## config.mk

```make
export PLATFORM = sky130hd
export DESIGN_NAME = rcd_main
export DESIGN_NICKNAME = d
export VERILOG_FILES = /design/src/rcd_fifo.v /design/src/rcd_main.v
export VERILOG_INCLUDE_DIRS = /design/src
export SDC_FILE = /design/constraint.sdc
export NUM_CORES = 1
export LEC_CHECK = 0
export BUFFER_PORTS_ARGS = -buffer_cell sky130_fd_sc_hd__buf_2
export CAP_MARGIN = 30
export CELL_PAD_IN_SITES_DETAIL_PLACEMENT = 0
export CELL_PAD_IN_SITES_GLOBAL_PLACEMENT = 1
export CORE_MARGIN = 1
export CORE_UTILIZATION = 50
export DETAILED_ROUTE_END_ITERATION = 10
export PLACE_DENSITY = 0.85
export SLEW_MARGIN = 10
export SYNTH_ARGS = -nofsm -noshare
export SYNTH_HDL_FRONTEND = slang
export SYNTH_SLANG_ARGS = --single-unit
```

## constraint.sdc

```tcl
create_clock -name I_REF_CLK -period 7.1 [get_ports I_REF_CLK]
set_input_delay 1.42 -clock I_REF_CLK [delete_from_list [all_inputs] [get_ports I_REF_CLK]]
set_output_delay 1.42 -clock I_REF_CLK [all_outputs]
set_load 0.05 [all_outputs]
```

## src/rcd_regs.vh

```
// Constants for the registered command/address buffer: control word bits,
// buffered word layout, class codes and error timing.
// Assumes inclusion by bare name from the buffer's design files.
`ifndef RCD_REGS_VH
`define RCD_REGS_VH

// Control word zero bit positions.
`define RCD_CW0_W          5
`define RCD_CW0_DIS_A      0
`define RCD_CW0_DIS_B      1
`define RCD_CW0_LAT_3T     3
`define RCD_CW0_FLOAT      4

// Buffered word layout, one word per input clock cycle.
`define RCD_WORD_W         32
`define RCD_FIFO_DEPTH     16
`define RCD_FIFO_AW        4
`define RCD_F_CLS          30
`define RCD_F_CKE          28
`define RCD_F_ODT          26
`define RCD_F_CS           22
`define RCD_F_ADDR         6
`define RCD_F_BA           3
`define RCD_F_RAS          2
`define RCD_F_CAS          1
`define RCD_F_WE           0

// Class of a captured cycle.
`define RCD_CLS_HOLD       2'h0
`define RCD_CLS_FWD        2'h1
`define RCD_CLS_FLOAT      2'h2

// Reset values.
`define RCD_RST_Q          16'h0000
`define RCD_CS_IDLE        4'hF
`define RCD_CW0_NONE       5'h00

// Error output: asserted after this many edges, held this many cycles.
`define RCD_ERR_DELAY      3
`define RCD_ERR_HOLD       2

`endif

```

## src/rcd_fifo.v

```verilog
// Synchronous FIFO holding captured command/address words.
// Assumes one clock and a synchronous active-low reset.
`timescale 1ns/1ps
`default_nettype none

module rcd_fifo #(
   parameter WIDTH = 32,
   parameter DEPTH = 16,
   parameter AW    = 4
) (
   input  wire             i_clk,
   input  wire             i_rst_b,
   input  wire             i_in_valid,
   output wire             o_in_ready,
   input  wire [WIDTH-1:0] i_in_data,
   output wire             o_out_valid,
   input  wire             i_out_ready,
   output wire [WIDTH-1:0] o_out_data
);

   reg  [WIDTH-1:0] mem [0:DEPTH-1];
   reg  [AW-1:0]    wr_ptr;
   reg  [AW-1:0]    rd_ptr;
   reg  [AW:0]      count;
   wire             push;
   wire             pop;

   assign o_in_ready  = (count != DEPTH[AW:0]);
   assign o_out_valid = (count != {(AW+1){1'b0}});
   assign o_out_data  = mem[rd_ptr];
   assign push        = i_in_valid & o_in_ready;
   assign pop         = o_out_valid & i_out_ready;

   always @(posedge i_clk) begin
      if (push) begin
         mem[wr_ptr] <= i_in_data;
      end
   end

   always @(posedge i_clk) begin
      if (!i_rst_b) begin
         wr_ptr <= {AW{1'b0}};
         rd_ptr <= {AW{1'b0}};
         count  <= {(AW+1){1'b0}};
      end else begin
         if (push) begin
            wr_ptr <= wr_ptr + {{(AW-1){1'b0}}, 1'b1};
         end
         if (pop) begin
            rd_ptr <= rd_ptr + {{(AW-1){1'b0}}, 1'b1};
         end
         if (push && !pop) begin
            count <= count + {{AW{1'b0}}, 1'b1};
         end else if (pop && !push) begin
            count <= count - {{AW{1'b0}}, 1'b1};
         end
      end
   end

endmodule // rcd_fifo

`default_nettype wire

```

## src/rcd_main.v

```verilog
// Registered command/address buffer with chip-select gating, two output
// copies and parity checking of the gated inputs.
// Assumes inputs synchronous to I_REF_CLK; straps are static after reset.
//
// What this block does
// - Clock-enable and termination always registered and forwarded.
// - Gated inputs forwarded only with chip select low.
// - Both selects low: gated outputs keep values.
// - Two-select mode ignores selects two and three.
// - Outputs change after edge, after configured latency.
// - Copies A and B enabled separately by control word.
// - Parity bit sampled one cycle after data.
// - Parity failure pulls active-low error output low.
// - Error asserts three cycles later, lasts two.
// - Reset clears state and floats all outputs.
// - After reset outputs driven low, error high.
// - Ballout strap selects front or back pin order.
// - Flip strap high turns off input termination.
// - Low strap enables four-select mode, default two.
// - Sixteen address, three bank, three command bits.
// - No select: hold, or float unless three-cycle timing.
`include "rcd_regs.vh"
`timescale 1ns/1ps
`default_nettype none

module rcd_main (
   input  wire                   I_REF_CLK,
   input  wire                   I_RST_B,
   input  wire [1:0]             I_DRAM_CLK_EN_IN,
   input  wire [1:0]             I_TERMINATION_CTRL_IN,
   input  wire [15:0]            I_ADDR_IN,
   input  wire [2:0]             I_BANK_ADDR_IN,
   input  wire                   I_ROW_STROBE_IN,
   input  wire                   I_COLUMN_STROBE_IN,
   input  wire                   I_WRITE_EN_IN,
   input  wire                   I_CHIP_SEL_IN_0,
   input  wire                   I_CHIP_SEL_IN_1,
   input  wire                   I_CHIP_SEL_IN_2,
   input  wire                   I_CHIP_SEL_IN_3,
   input  wire                   I_PARITY_BIT_IN,
   input  wire                   I_BALLOUT_FLIP,
   input  wire                   I_FOUR_SELECT_STRAP_N,
   input  wire [`RCD_CW0_W-1:0]  I_CONTROL_WORD_ZERO,
   input  wire                   I_DRAIN_EN,
   output wire [15:0]            O_ADDR_OUT_A,
   output wire [2:0]             O_BANK_ADDR_OUT_A,
   output wire                   O_ROW_STROBE_OUT_A,
   output wire                   O_COLUMN_STROBE_OUT_A,
   output wire                   O_WRITE_EN_OUT_A,
   output wire [1:0]             O_CHIP_SEL_OUT_A,
   output wire [1:0]             O_DRAM_CLK_EN_OUT_A,
   output wire [1:0]             O_TERMINATION_CTRL_OUT_A,
   output wire                   O_CMD_ADDR_OE_A,
   output wire                   O_CTRL_OE_A,
   output wire [15:0]            O_ADDR_OUT_B,
   output wire [2:0]             O_BANK_ADDR_OUT_B,
   output wire                   O_ROW_STROBE_OUT_B,
   output wire                   O_COLUMN_STROBE_OUT_B,
   output wire                   O_WRITE_EN_OUT_B,
   output wire [1:0]             O_CHIP_SEL_OUT_B,
   output wire [1:0]             O_DRAM_CLK_EN_OUT_B,
   output wire [1:0]             O_TERMINATION_CTRL_OUT_B,
   output wire                   O_CMD_ADDR_OE_B,
   output wire                   O_CTRL_OE_B,
   output reg                    O_PARITY_FAIL_N,
   output reg                    O_PARITY_FAIL_OE,
   output reg                    O_INPUT_LINE_TERMINATION,
   output reg                    O_FOUR_SELECT_MODE,
   output reg                    O_ACCEPT
);

   // Undo the mirrored pin order: pairs 3/4, 5/6, 7/8 and banks 0/1.
   function [18:0] unmirror;
      input [15:0] a;
      input [2:0]  ba;
      input        flip;
      begin
         if (flip) begin
            unmirror = {ba[2], ba[0], ba[1], a[15:9], a[7], a[8], a[5],
                        a[6], a[3], a[4], a[2:0]};
         end else begin
            unmirror = {ba, a};
         end
      end
   endfunction

   wire [3:0]             cs_raw;
   wire [3:0]             cs_en;
   wire [18:0]            addr_fix;
   wire                   any_lo;
   wire                   pair_lo;
   wire                   gated_par;
   reg  [1:0]             cls;
   wire [`RCD_WORD_W-1:0] in_word;
   wire                   fifo_in_ready;
   wire                   fifo_out_valid;
   wire [`RCD_WORD_W-1:0] fifo_out_data;
   wire                   rd_fire;
   wire                   use_valid;
   wire [`RCD_WORD_W-1:0] use_word;
   wire                   lat_3t;
   wire [1:0]             use_cls;

   reg                    strap_taken;
   reg                    ext_valid;
   reg  [`RCD_WORD_W-1:0] ext_word;
   reg                    par_chk;
   reg                    par_sum;
   reg                    err1;
   reg                    err2;
   reg                    err3;

   assign cs_raw = {I_CHIP_SEL_IN_3, I_CHIP_SEL_IN_2,
                    I_CHIP_SEL_IN_1, I_CHIP_SEL_IN_0};
   // Unused selects read as idle so a floating pin cannot gate anything.
   assign cs_en  = O_FOUR_SELECT_MODE ? cs_raw
                                      : {2'b11, cs_raw[1:0]};
   assign any_lo  = (cs_en != `RCD_CS_IDLE);
   assign pair_lo = (cs_en[1:0] == 2'b00) | (cs_en[3:2] == 2'b00);
   assign addr_fix = unmirror(I_ADDR_IN, I_BANK_ADDR_IN,
                              I_BALLOUT_FLIP);
   assign gated_par = ^{I_ADDR_IN, I_BANK_ADDR_IN, I_ROW_STROBE_IN,
                        I_COLUMN_STROBE_IN, I_WRITE_EN_IN};
   assign lat_3t = I_CONTROL_WORD_ZERO[`RCD_CW0_LAT_3T];

   // Classify the captured cycle. A pair of lows is a control word access
   // or an illegal pattern; both leave the gated outputs as they were.
   always @* begin
      if (any_lo && !pair_lo) begin
         cls = `RCD_CLS_FWD;
      end else if (any_lo) begin
         cls = `RCD_CLS_HOLD;
      end else if (I_CONTROL_WORD_ZERO[`RCD_CW0_FLOAT] && !lat_3t) begin
         cls = `RCD_CLS_FLOAT;
      end else begin
         cls = `RCD_CLS_HOLD;
      end
   end

   assign in_word = {cls, I_DRAM_CLK_EN_IN, I_TERMINATION_CTRL_IN,
                     (cls == `RCD_CLS_FWD) ? cs_en : `RCD_CS_IDLE,
                     addr_fix[15:0], addr_fix[18:16], I_ROW_STROBE_IN,
                     I_COLUMN_STROBE_IN, I_WRITE_EN_IN};

   // Every cycle after the strap edge is buffered while the FIFO has room, so clock-enable and termination keep flowing.
   rcd_fifo #(
      .WIDTH (`RCD_WORD_W),
      .DEPTH (`RCD_FIFO_DEPTH),
      .AW    (`RCD_FIFO_AW)
   ) u_fifo (
      .i_clk       (I_REF_CLK),
      .i_rst_b     (I_RST_B),
      .i_in_valid  (strap_taken),
      .o_in_ready  (fifo_in_ready),
      .i_in_data   (in_word),
      .o_out_valid (fifo_out_valid),
      .i_out_ready (I_DRAIN_EN),
      .o_out_data  (fifo_out_data)
   );

   assign rd_fire   = fifo_out_valid & I_DRAIN_EN;
   // Three-cycle timing adds one register stage in front of the outputs.
   assign use_valid = lat_3t ? ext_valid : rd_fire;
   assign use_word  = lat_3t ? ext_word  : fifo_out_data;
   assign use_cls   = use_word[`RCD_F_CLS+1:`RCD_F_CLS];

   // The four-select strap is caught once on the first edge after reset release; the flip strap is followed every cycle.
   always @(posedge I_REF_CLK) begin
      if (!I_RST_B) begin
         strap_taken              <= 1'b0;
         O_FOUR_SELECT_MODE       <= 1'b0;
         O_INPUT_LINE_TERMINATION <= 1'b0;
         O_ACCEPT                 <= 1'b0;
         ext_valid                <= 1'b0;
         ext_word                 <= {`RCD_WORD_W{1'b0}};
      end else begin
         if (!strap_taken) begin
            strap_taken        <= 1'b1;
            O_FOUR_SELECT_MODE <= ~I_FOUR_SELECT_STRAP_N;
         end
         O_INPUT_LINE_TERMINATION <= ~I_BALLOUT_FLIP;
         O_ACCEPT                 <= fifo_in_ready;
         ext_valid                <= rd_fire;
         ext_word                 <= fifo_out_data;
      end
   end

   // Parity follows the data by one edge, so the checked sum waits a cycle.
   always @(posedge I_REF_CLK) begin
      if (!I_RST_B) begin
         par_chk          <= 1'b0;
         par_sum          <= 1'b0;
         err1             <= 1'b0;
         err2             <= 1'b0;
         err3             <= 1'b0;
         O_PARITY_FAIL_N  <= 1'b1;
         O_PARITY_FAIL_OE <= 1'b0;
      end else begin
         par_chk          <= strap_taken & any_lo;
         par_sum          <= gated_par;
         err1             <= par_chk & (par_sum ^ I_PARITY_BIT_IN);
         err2             <= err1;
         err3             <= err2;
         O_PARITY_FAIL_N  <= ~(err2 | err3);
         O_PARITY_FAIL_OE <= err2 | err3;
      end
   end

   // Per-copy output registers.
   reg  [15:0] q_addr  [0:1];
   reg  [2:0]  q_ba    [0:1];
   reg         q_ras   [0:1];
   reg         q_cas   [0:1];
   reg         q_we    [0:1];
   reg  [1:0]  q_cs    [0:1];
   reg  [1:0]  q_cke   [0:1];
   reg  [1:0]  q_odt   [0:1];
   reg         q_ca_oe [0:1];
   reg         q_ct_oe [0:1];

   genvar k;
   generate
      for (k = 0; k < 2; k = k + 1) begin : g_copy
         wire dis;
         wire [1:0] cs_slice;

         assign dis = I_CONTROL_WORD_ZERO[`RCD_CW0_DIS_A + k];
         // Copy B carries selects two and three in four-select mode.
         assign cs_slice = (O_FOUR_SELECT_MODE && k == 1)
                         ? use_word[`RCD_F_CS+3:`RCD_F_CS+2]
                         : use_word[`RCD_F_CS+1:`RCD_F_CS];

         always @(posedge I_REF_CLK) begin
            if (!I_RST_B) begin
               q_addr[k]  <= `RCD_RST_Q;
               q_ba[k]    <= 3'h0;
               q_ras[k]   <= 1'b0;
               q_cas[k]   <= 1'b0;
               q_we[k]    <= 1'b0;
               q_cs[k]    <= 2'h0;
               q_cke[k]   <= 2'h0;
               q_odt[k]   <= 2'h0;
               q_ca_oe[k] <= 1'b0;
               q_ct_oe[k] <= 1'b0;
            end else begin
               q_ct_oe[k] <= ~dis;
               if (use_valid) begin
                  q_cke[k] <= use_word[`RCD_F_CKE+1:`RCD_F_CKE];
                  q_odt[k] <= use_word[`RCD_F_ODT+1:`RCD_F_ODT];
                  q_cs[k]  <= cs_slice;
                  q_ca_oe[k] <= ~dis & (use_cls != `RCD_CLS_FLOAT);
                  if (use_cls == `RCD_CLS_FWD) begin
                     q_addr[k] <= use_word[`RCD_F_ADDR+15:`RCD_F_ADDR];
                     q_ba[k]   <= use_word[`RCD_F_BA+2:`RCD_F_BA];
                     q_ras[k]  <= use_word[`RCD_F_RAS];
                     q_cas[k]  <= use_word[`RCD_F_CAS];
                     q_we[k]   <= use_word[`RCD_F_WE];
                  end
               end else begin
                  q_ca_oe[k] <= ~dis & q_ca_oe[k] | ~dis & ~q_ct_oe[k];
               end
            end
         end
      end
   endgenerate

   assign O_ADDR_OUT_A             = q_addr[0];
   assign O_BANK_ADDR_OUT_A        = q_ba[0];
   assign O_ROW_STROBE_OUT_A       = q_ras[0];
   assign O_COLUMN_STROBE_OUT_A    = q_cas[0];
   assign O_WRITE_EN_OUT_A         = q_we[0];
   assign O_CHIP_SEL_OUT_A         = q_cs[0];
   assign O_DRAM_CLK_EN_OUT_A      = q_cke[0];
   assign O_TERMINATION_CTRL_OUT_A = q_odt[0];
   assign O_CMD_ADDR_OE_A          = q_ca_oe[0];
   assign O_CTRL_OE_A              = q_ct_oe[0];
   assign O_ADDR_OUT_B             = q_addr[1];
   assign O_BANK_ADDR_OUT_B        = q_ba[1];
   assign O_ROW_STROBE_OUT_B       = q_ras[1];
   assign O_COLUMN_STROBE_OUT_B    = q_cas[1];
   assign O_WRITE_EN_OUT_B         = q_we[1];
   assign O_CHIP_SEL_OUT_B         = q_cs[1];
   assign O_DRAM_CLK_EN_OUT_B      = q_cke[1];
   assign O_TERMINATION_CTRL_OUT_B = q_odt[1];
   assign O_CMD_ADDR_OE_B          = q_ca_oe[1];
   assign O_CTRL_OE_B              = q_ct_oe[1];

endmodule // rcd_main

`default_nettype wire

```

# Word level (Yosys, flattened, before mapping)
# Memories as Yosys holds them, arrays and structs flattened. A register that Yosys moved wholly into a read port is not among the register bits.
# Index checks and enable logic that the tools add are counted.
# totals
n_memories	11
regBits	57
elab_cells	142
mem_bits_rw	572
# mem_list
memory	depth	width	read_ports	rd_ports_with_merged_regs	wr	line_no	rtl
u_fifo.mem	16	32	1	1	1	rcd_fifo.v:21	reg [WIDTH-1:0] mem [0:DEPTH-1];
q_addr	2	16	2	0	2	rcd_main.v:210	reg [15:0] q_addr [0:1];
q_ba	2	3	2	0	2	rcd_main.v:211	reg [2:0] q_ba [0:1];
q_cke	2	2	2	0	2	rcd_main.v:216	reg [1:0] q_cke [0:1];
q_cs	2	2	2	0	2	rcd_main.v:215	reg [1:0] q_cs [0:1];
q_odt	2	2	2	0	2	rcd_main.v:217	reg [1:0] q_odt [0:1];
5 more memories	--	--	--	--	--	--	
# op_classes
reduce_logical	13
muxes	49
addsub	4
bitwise_logic	44
eq_ne	5
# op_table
cell	count
two-way mux 16 bit	2
two-way mux 32 bit	1
two-way mux 1 bit	27
OR 1 bit	26
parity 22 bit	1
two-way mux 2 bit	10
two-way mux 18 bit	1
two-way mux 4 bit	4
bitwise AND 1 bit	10
two-way mux 5 bit	2
adder 4 x 1 -> 4 bit, second input constant	2
inverter 1 bit	7
two-way mux 3 bit	2
adder 5 x 1 -> 5 bit, second input constant	1
inequality test 5 bit, second input constant	1
nonzero test 5 bit	1
subtractor 5 x 1 -> 5 bit, second input constant	1
== test 2 x 1 -> 1 bit, second input constant	2
logical AND 1 bit	4
zero test 1 bit	4
zero test 2 bit	2
inequality test 4 bit, second input constant	1
inequality test 2 bit, second input constant	1
nonzero test 2 bit	1
bitwise XOR 1 bit	1

# Logic depth before layout (Yosys ltp)
# depth
ltp_word	8
ltp_mapped	12
mapped_depth_nobuf	11

# Cells and area by module
# A second synthesis with hierarchy kept.
# unflattened
hier_cells	1188
hier_area_um2	23406.2
# by_module_without_submodules
mod	n_inst	area_per_inst_um2	cells_each
rcd_fifo	1	20039.2	892
rcd_main	1	3367.0	296

# Worst setup path after synthesis
# No wires, ideal clock.
# synth_path
path_type	register to register
from	reg u_fifo.count[0]
to	mem u_fifo.mem[3][0], enable pin
setup_slack_ps	3325
path_stages_with_launch	7
arrival_time_ps	3314
t_required_ps	6639
synth_period_minus_slack_ps	3775
path_cell_list	dfxtp_1 -> nor4_1 -> nand2_1 -> and2_1 -> clkbuf_1 -> nand2_1 -> nor3_1
# synth_between
elab_chain_cells	4
# synth_lines
element	line_no	rtl
from (decl)	rcd_fifo.v:24	reg [AW:0] count;
from (signal assigned)	rcd_fifo.v:44	count <= {(AW+1){1'b0}};
from (signal assigned)	rcd_fifo.v:53	count <= count + {{AW{1'b0}}, 1'b1};
from (signal assigned)	rcd_fifo.v:55	count <= count - {{AW{1'b0}}, 1'b1};
inequality test 5 bit	rcd_fifo.v:28	assign o_in_ready = (count != DEPTH[AW:0]);
bitwise AND 1 bit	rcd_fifo.v:31	assign push = i_in_valid & o_in_ready;
via u_fifo.push	rcd_fifo.v:25	wire push;
two-way mux 1 bit	rcd_fifo.v:35	if (push) begin
two-way mux 1 bit (implied by the code)	rcd_fifo.v:36	mem[wr_ptr] <= i_in_data;
to (decl)	rcd_fifo.v:21	
# The timed path passes the listed nets, and every way through them passes these cells.

==> out/metrics.yaml <==
ios: 106
hpwl_mm: 25.9
setup.worst_path.end_class: "register"
maxSlewViolCount: 0
switching_share: 0.255
cts_tree: "done"
placed_cell_area_um2: 24700
clkPwrFrac: 0.334
vias: 11100
setup_viol: 0
place.port_buffers: 104
grt_max_degree: 89
drc: 0
comb_power_share: 0.178
syn_nets: 1195
start_kind: "register"
gr-usage-met1: 0.265
die_w_um: 219
max-clock-path-buffers: 3
fin_crit_ns: 3.54
finClkSkew_ns: 0.0159
avgRoutedWirePerCell_um: 24.9
fin_crit_sh: 0.498
chipHeight_um: 219
ctsResizeCount: 0
final-seq-area_um2: 17700
path_clk_slew_ns: 0.06
critical_path_class: "register to register"
p_leak_nw: 8.61
setup_tns_ns: 0
rows: 79
gr-usage-met2: 0.337
antenna_left: 0
antenna_found_initial: 6
cts.sinks: 610
ys_ff_latch: 610
grt_overflow: 0
fp.coreArea_um2: 46600
powerDensity_nw_per_um2: 329
die_area_um2: 48100
ir_drop_uv: 281
setup_ws_ns: 3.56
p_sw_w: 0.00222
grt_pass1_vias: 11100
fmax_mhz: 283
start_util: 0.507
first_iter_violations: 1249
postCtsSetupBuffers: 0
clk_root_buffer_cell: "clkbuf_16"
finalCoreUtilization: 0.570
clk_latency_ns: 0.58
slew-limit-headroom: 0.386
hold_buffers: 0
drt-pass1-iter-count: 5
grt_pass1_wl_mm: 69.7
vias_per_cell: 5.82
cts_buffers: 54
internal_power_w: 0.00650
grt_usage: 0.200
use_met3: 0.0370
post_synth_instance_area_um2: 23600
yosysSeqAreaShare: 0.747
syn_avg_cell_area_um2: 20.6
nets: 1305
finalHoldViolations: 0
worstMarginPinSlew_ns: 0.921
fin_area_um2: 26500
rsz0062_at_grt: "false"
yosys_warnings: 0
max_cap_violations: 0
htree_levels: 2
multiInputGateArea_um2: 5520
cp_max_fo: 88
gp_congestion: 0.751
syn_inst: 1144
drt-total-wl_mm: 47.5
cp.arrival_ns: 3.85
yosysUniqueCellTypes: 48
power_frac_seq: 0.488
fillers: 3283
area_delta_synth_final_pct: 12.4
outcome: "completed"
place_ws_ns: 3.18
busiest_layer: "met2"
timing.critical_path.required_ns: 7.42
drive_gt1_frac: 0.303
min_path_type: "register to register"
## cells in the mapped netlist (all sizes together)
cell	number	area [um2]
mux4	147	3310
buf	52	429
nor3b	4	30.0
nand4b	2	17.5
o21a	2	15.0
nor2	44	165
xor2	5	43.8
inv	6	22.5
o211ai	4	35.0
edfxtp	543	16300
conb	1	3.75
o211a	1	10.0
mux2i	35	350
a22o	2	17.5
nand2b	8	50.1
o21ai	8	40.0
or3	1	6.26
a21boi	4	30.0
nand2	28	105
fa	1	20.0
o2bb2ai	3	26.3
xnor2	27	236
a21o	2	15.0
a221oi	2	17.5
nand3	6	30.0
ha	9	113
dfxtp	67	1340
a22oi	12	90.1
a21oi	5	25.0
or4	1	7.51
nor3	4	20.0
nor2b	12	75.1
and2	49	307
or2	3	18.8
nor4	1	6.26
o221ai	1	8.76
nand3b	1	7.51
mux2	10	113
nand4	3	33.8
and3	2	12.5
clkbuf	26	97.6
## registers in the layout, indices dropped and copies added (netlist names), 2 cells and up, named ones only
signal and cells:
q_cs 4, q_addr 16, u_fifo.mem 512, u_fifo.rd_ptr 4, q_ct_oe 2, u_fifo.count 5
q_ras 2, q_odt 2, q_ba 3, q_ca_oe 2, q_we 2, q_cke 2
q_cas 2, ext_word 32, u_fifo.wr_ptr 4
## stage by stage
step                      hold slack [ns]  instances  total power [W]
after detailed placement            0.419       1804          0.00589
after CTS                           0.428       1903          0.00878
after global routing                0.439       1905          0.00903
after global placement              0.419       1801          0.00585
final                               0.430       1907          0.00872
after floorplan                     0.412       1144          0.00556
## path summary, 6_finish.rpt
| path | slack, ns | endpoint | cells past startpoint | from |
|---|---|---|---|---|
| max | 3.56 | q_cs[1][0] | 7 | register |
| min | 0.43 | err2 | 1 | err1 |
| max reg2reg | 3.56 | q_cs[1][0] | 7 | register |
| min reg2reg | 0.43 | err2 | 1 | err1 |
## layout make-up
| type | instances | share of cell area |
|---|---|---|
| Clock buffer | 67 | 0.0551 |
| Sequential cell | 610 | 0.666 |
| Clock inverter | 32 | 0.0118 |
| Antenna cell | 3 | 0.000283 |
| Multi-Input combinational cell | 450 | 0.208 |
| Timing Repair Buffer | 132 | 0.0295 |
| Inverter | 6 | 0.000849 |
| Tap cell | 607 | 0.0286 |
## routing by layer
layer,vias to the layer above,share of wire
li1,4781,-
met1,5789,0.40
met2,430,0.50
met3,93,0.069
met4,6,0.026
met5,-,0.00078
## power groups by stage
stage                     clock (W)  sequential, W  combinational (W)
after floorplan                   0        0.00436            0.00120
after global placement            0        0.00433            0.00152
after detailed placement          0        0.00434            0.00155
after CTS                   0.00296        0.00427            0.00156
after global routing        0.00308        0.00428            0.00166
final                       0.00291        0.00426            0.00155
## worst max-delay path, stage by stage (launching register included)
cell      delay [ns]
dfxtp_4         0.92
buf_12          0.60
mux4_2          0.59
a22o_1          0.26
a221oi_1        0.47
o211ai_1        0.15
o21ai_1         0.11
nor2_1          0.05
## cells by family (layout without fill, tap and decap cells)
group | count (synthesis) | after routing | share of synthesized area
buffers and inverters | 84 | 237 | 0.0233
XOR/XNOR | 32 | 32 | 0.0119
flip-flops | 610 | 610 | 0.747
other | 1 | 4 | 0.000159
AND/OR/NAND/NOR | 169 | 169 | 0.0378
AO/OA/AOI/OAI | 46 | 46 | 0.0140
multiplexers | 192 | 192 | 0.160
adder cells (fa/ha/maj) | 10 | 10 | 0.00562
## layout by cell type, fill, tap and decap left out, drive strengths merged, types with 2 or more instances in the layout
| master | Yosys | routed |
|---|---|---|
| clkinv | 0 | 20 |
| clkinvlp | 0 | 5 |
| a21o | 2 | 2 |
| nor2b | 12 | 12 |
| clkbuf | 26 | 67 |
| dfxtp | 67 | 67 |
| edfxtp | 543 | 543 |
| o2bb2ai | 3 | 3 |
| o21ai | 8 | 8 |
| mux2i | 35 | 35 |
| mux2 | 10 | 10 |
| o21a | 2 | 2 |
| diode | 0 | 3 |
| xnor2 | 27 | 27 |
| nand3 | 6 | 6 |
| bufinv | 0 | 6 |
| nor2 | 44 | 44 |
| a221oi | 2 | 2 |
| xor2 | 5 | 5 |
| buf | 52 | 132 |
| a22oi | 12 | 12 |
| and3 | 2 | 2 |
| or2 | 3 | 3 |
| nor3b | 4 | 4 |
| nand2 | 28 | 28 |
| a21oi | 5 | 5 |
| mux4 | 147 | 147 |
| nand2b | 8 | 8 |
| a22o | 2 | 2 |
| a21boi | 4 | 4 |
| nor3 | 4 | 4 |
| and2 | 49 | 49 |
| nand4 | 3 | 3 |
| ha | 9 | 9 |
| nand4b | 2 | 2 |
| inv | 6 | 7 |
| o211ai | 4 | 4 |
Power figures use the tool's default switching activity.
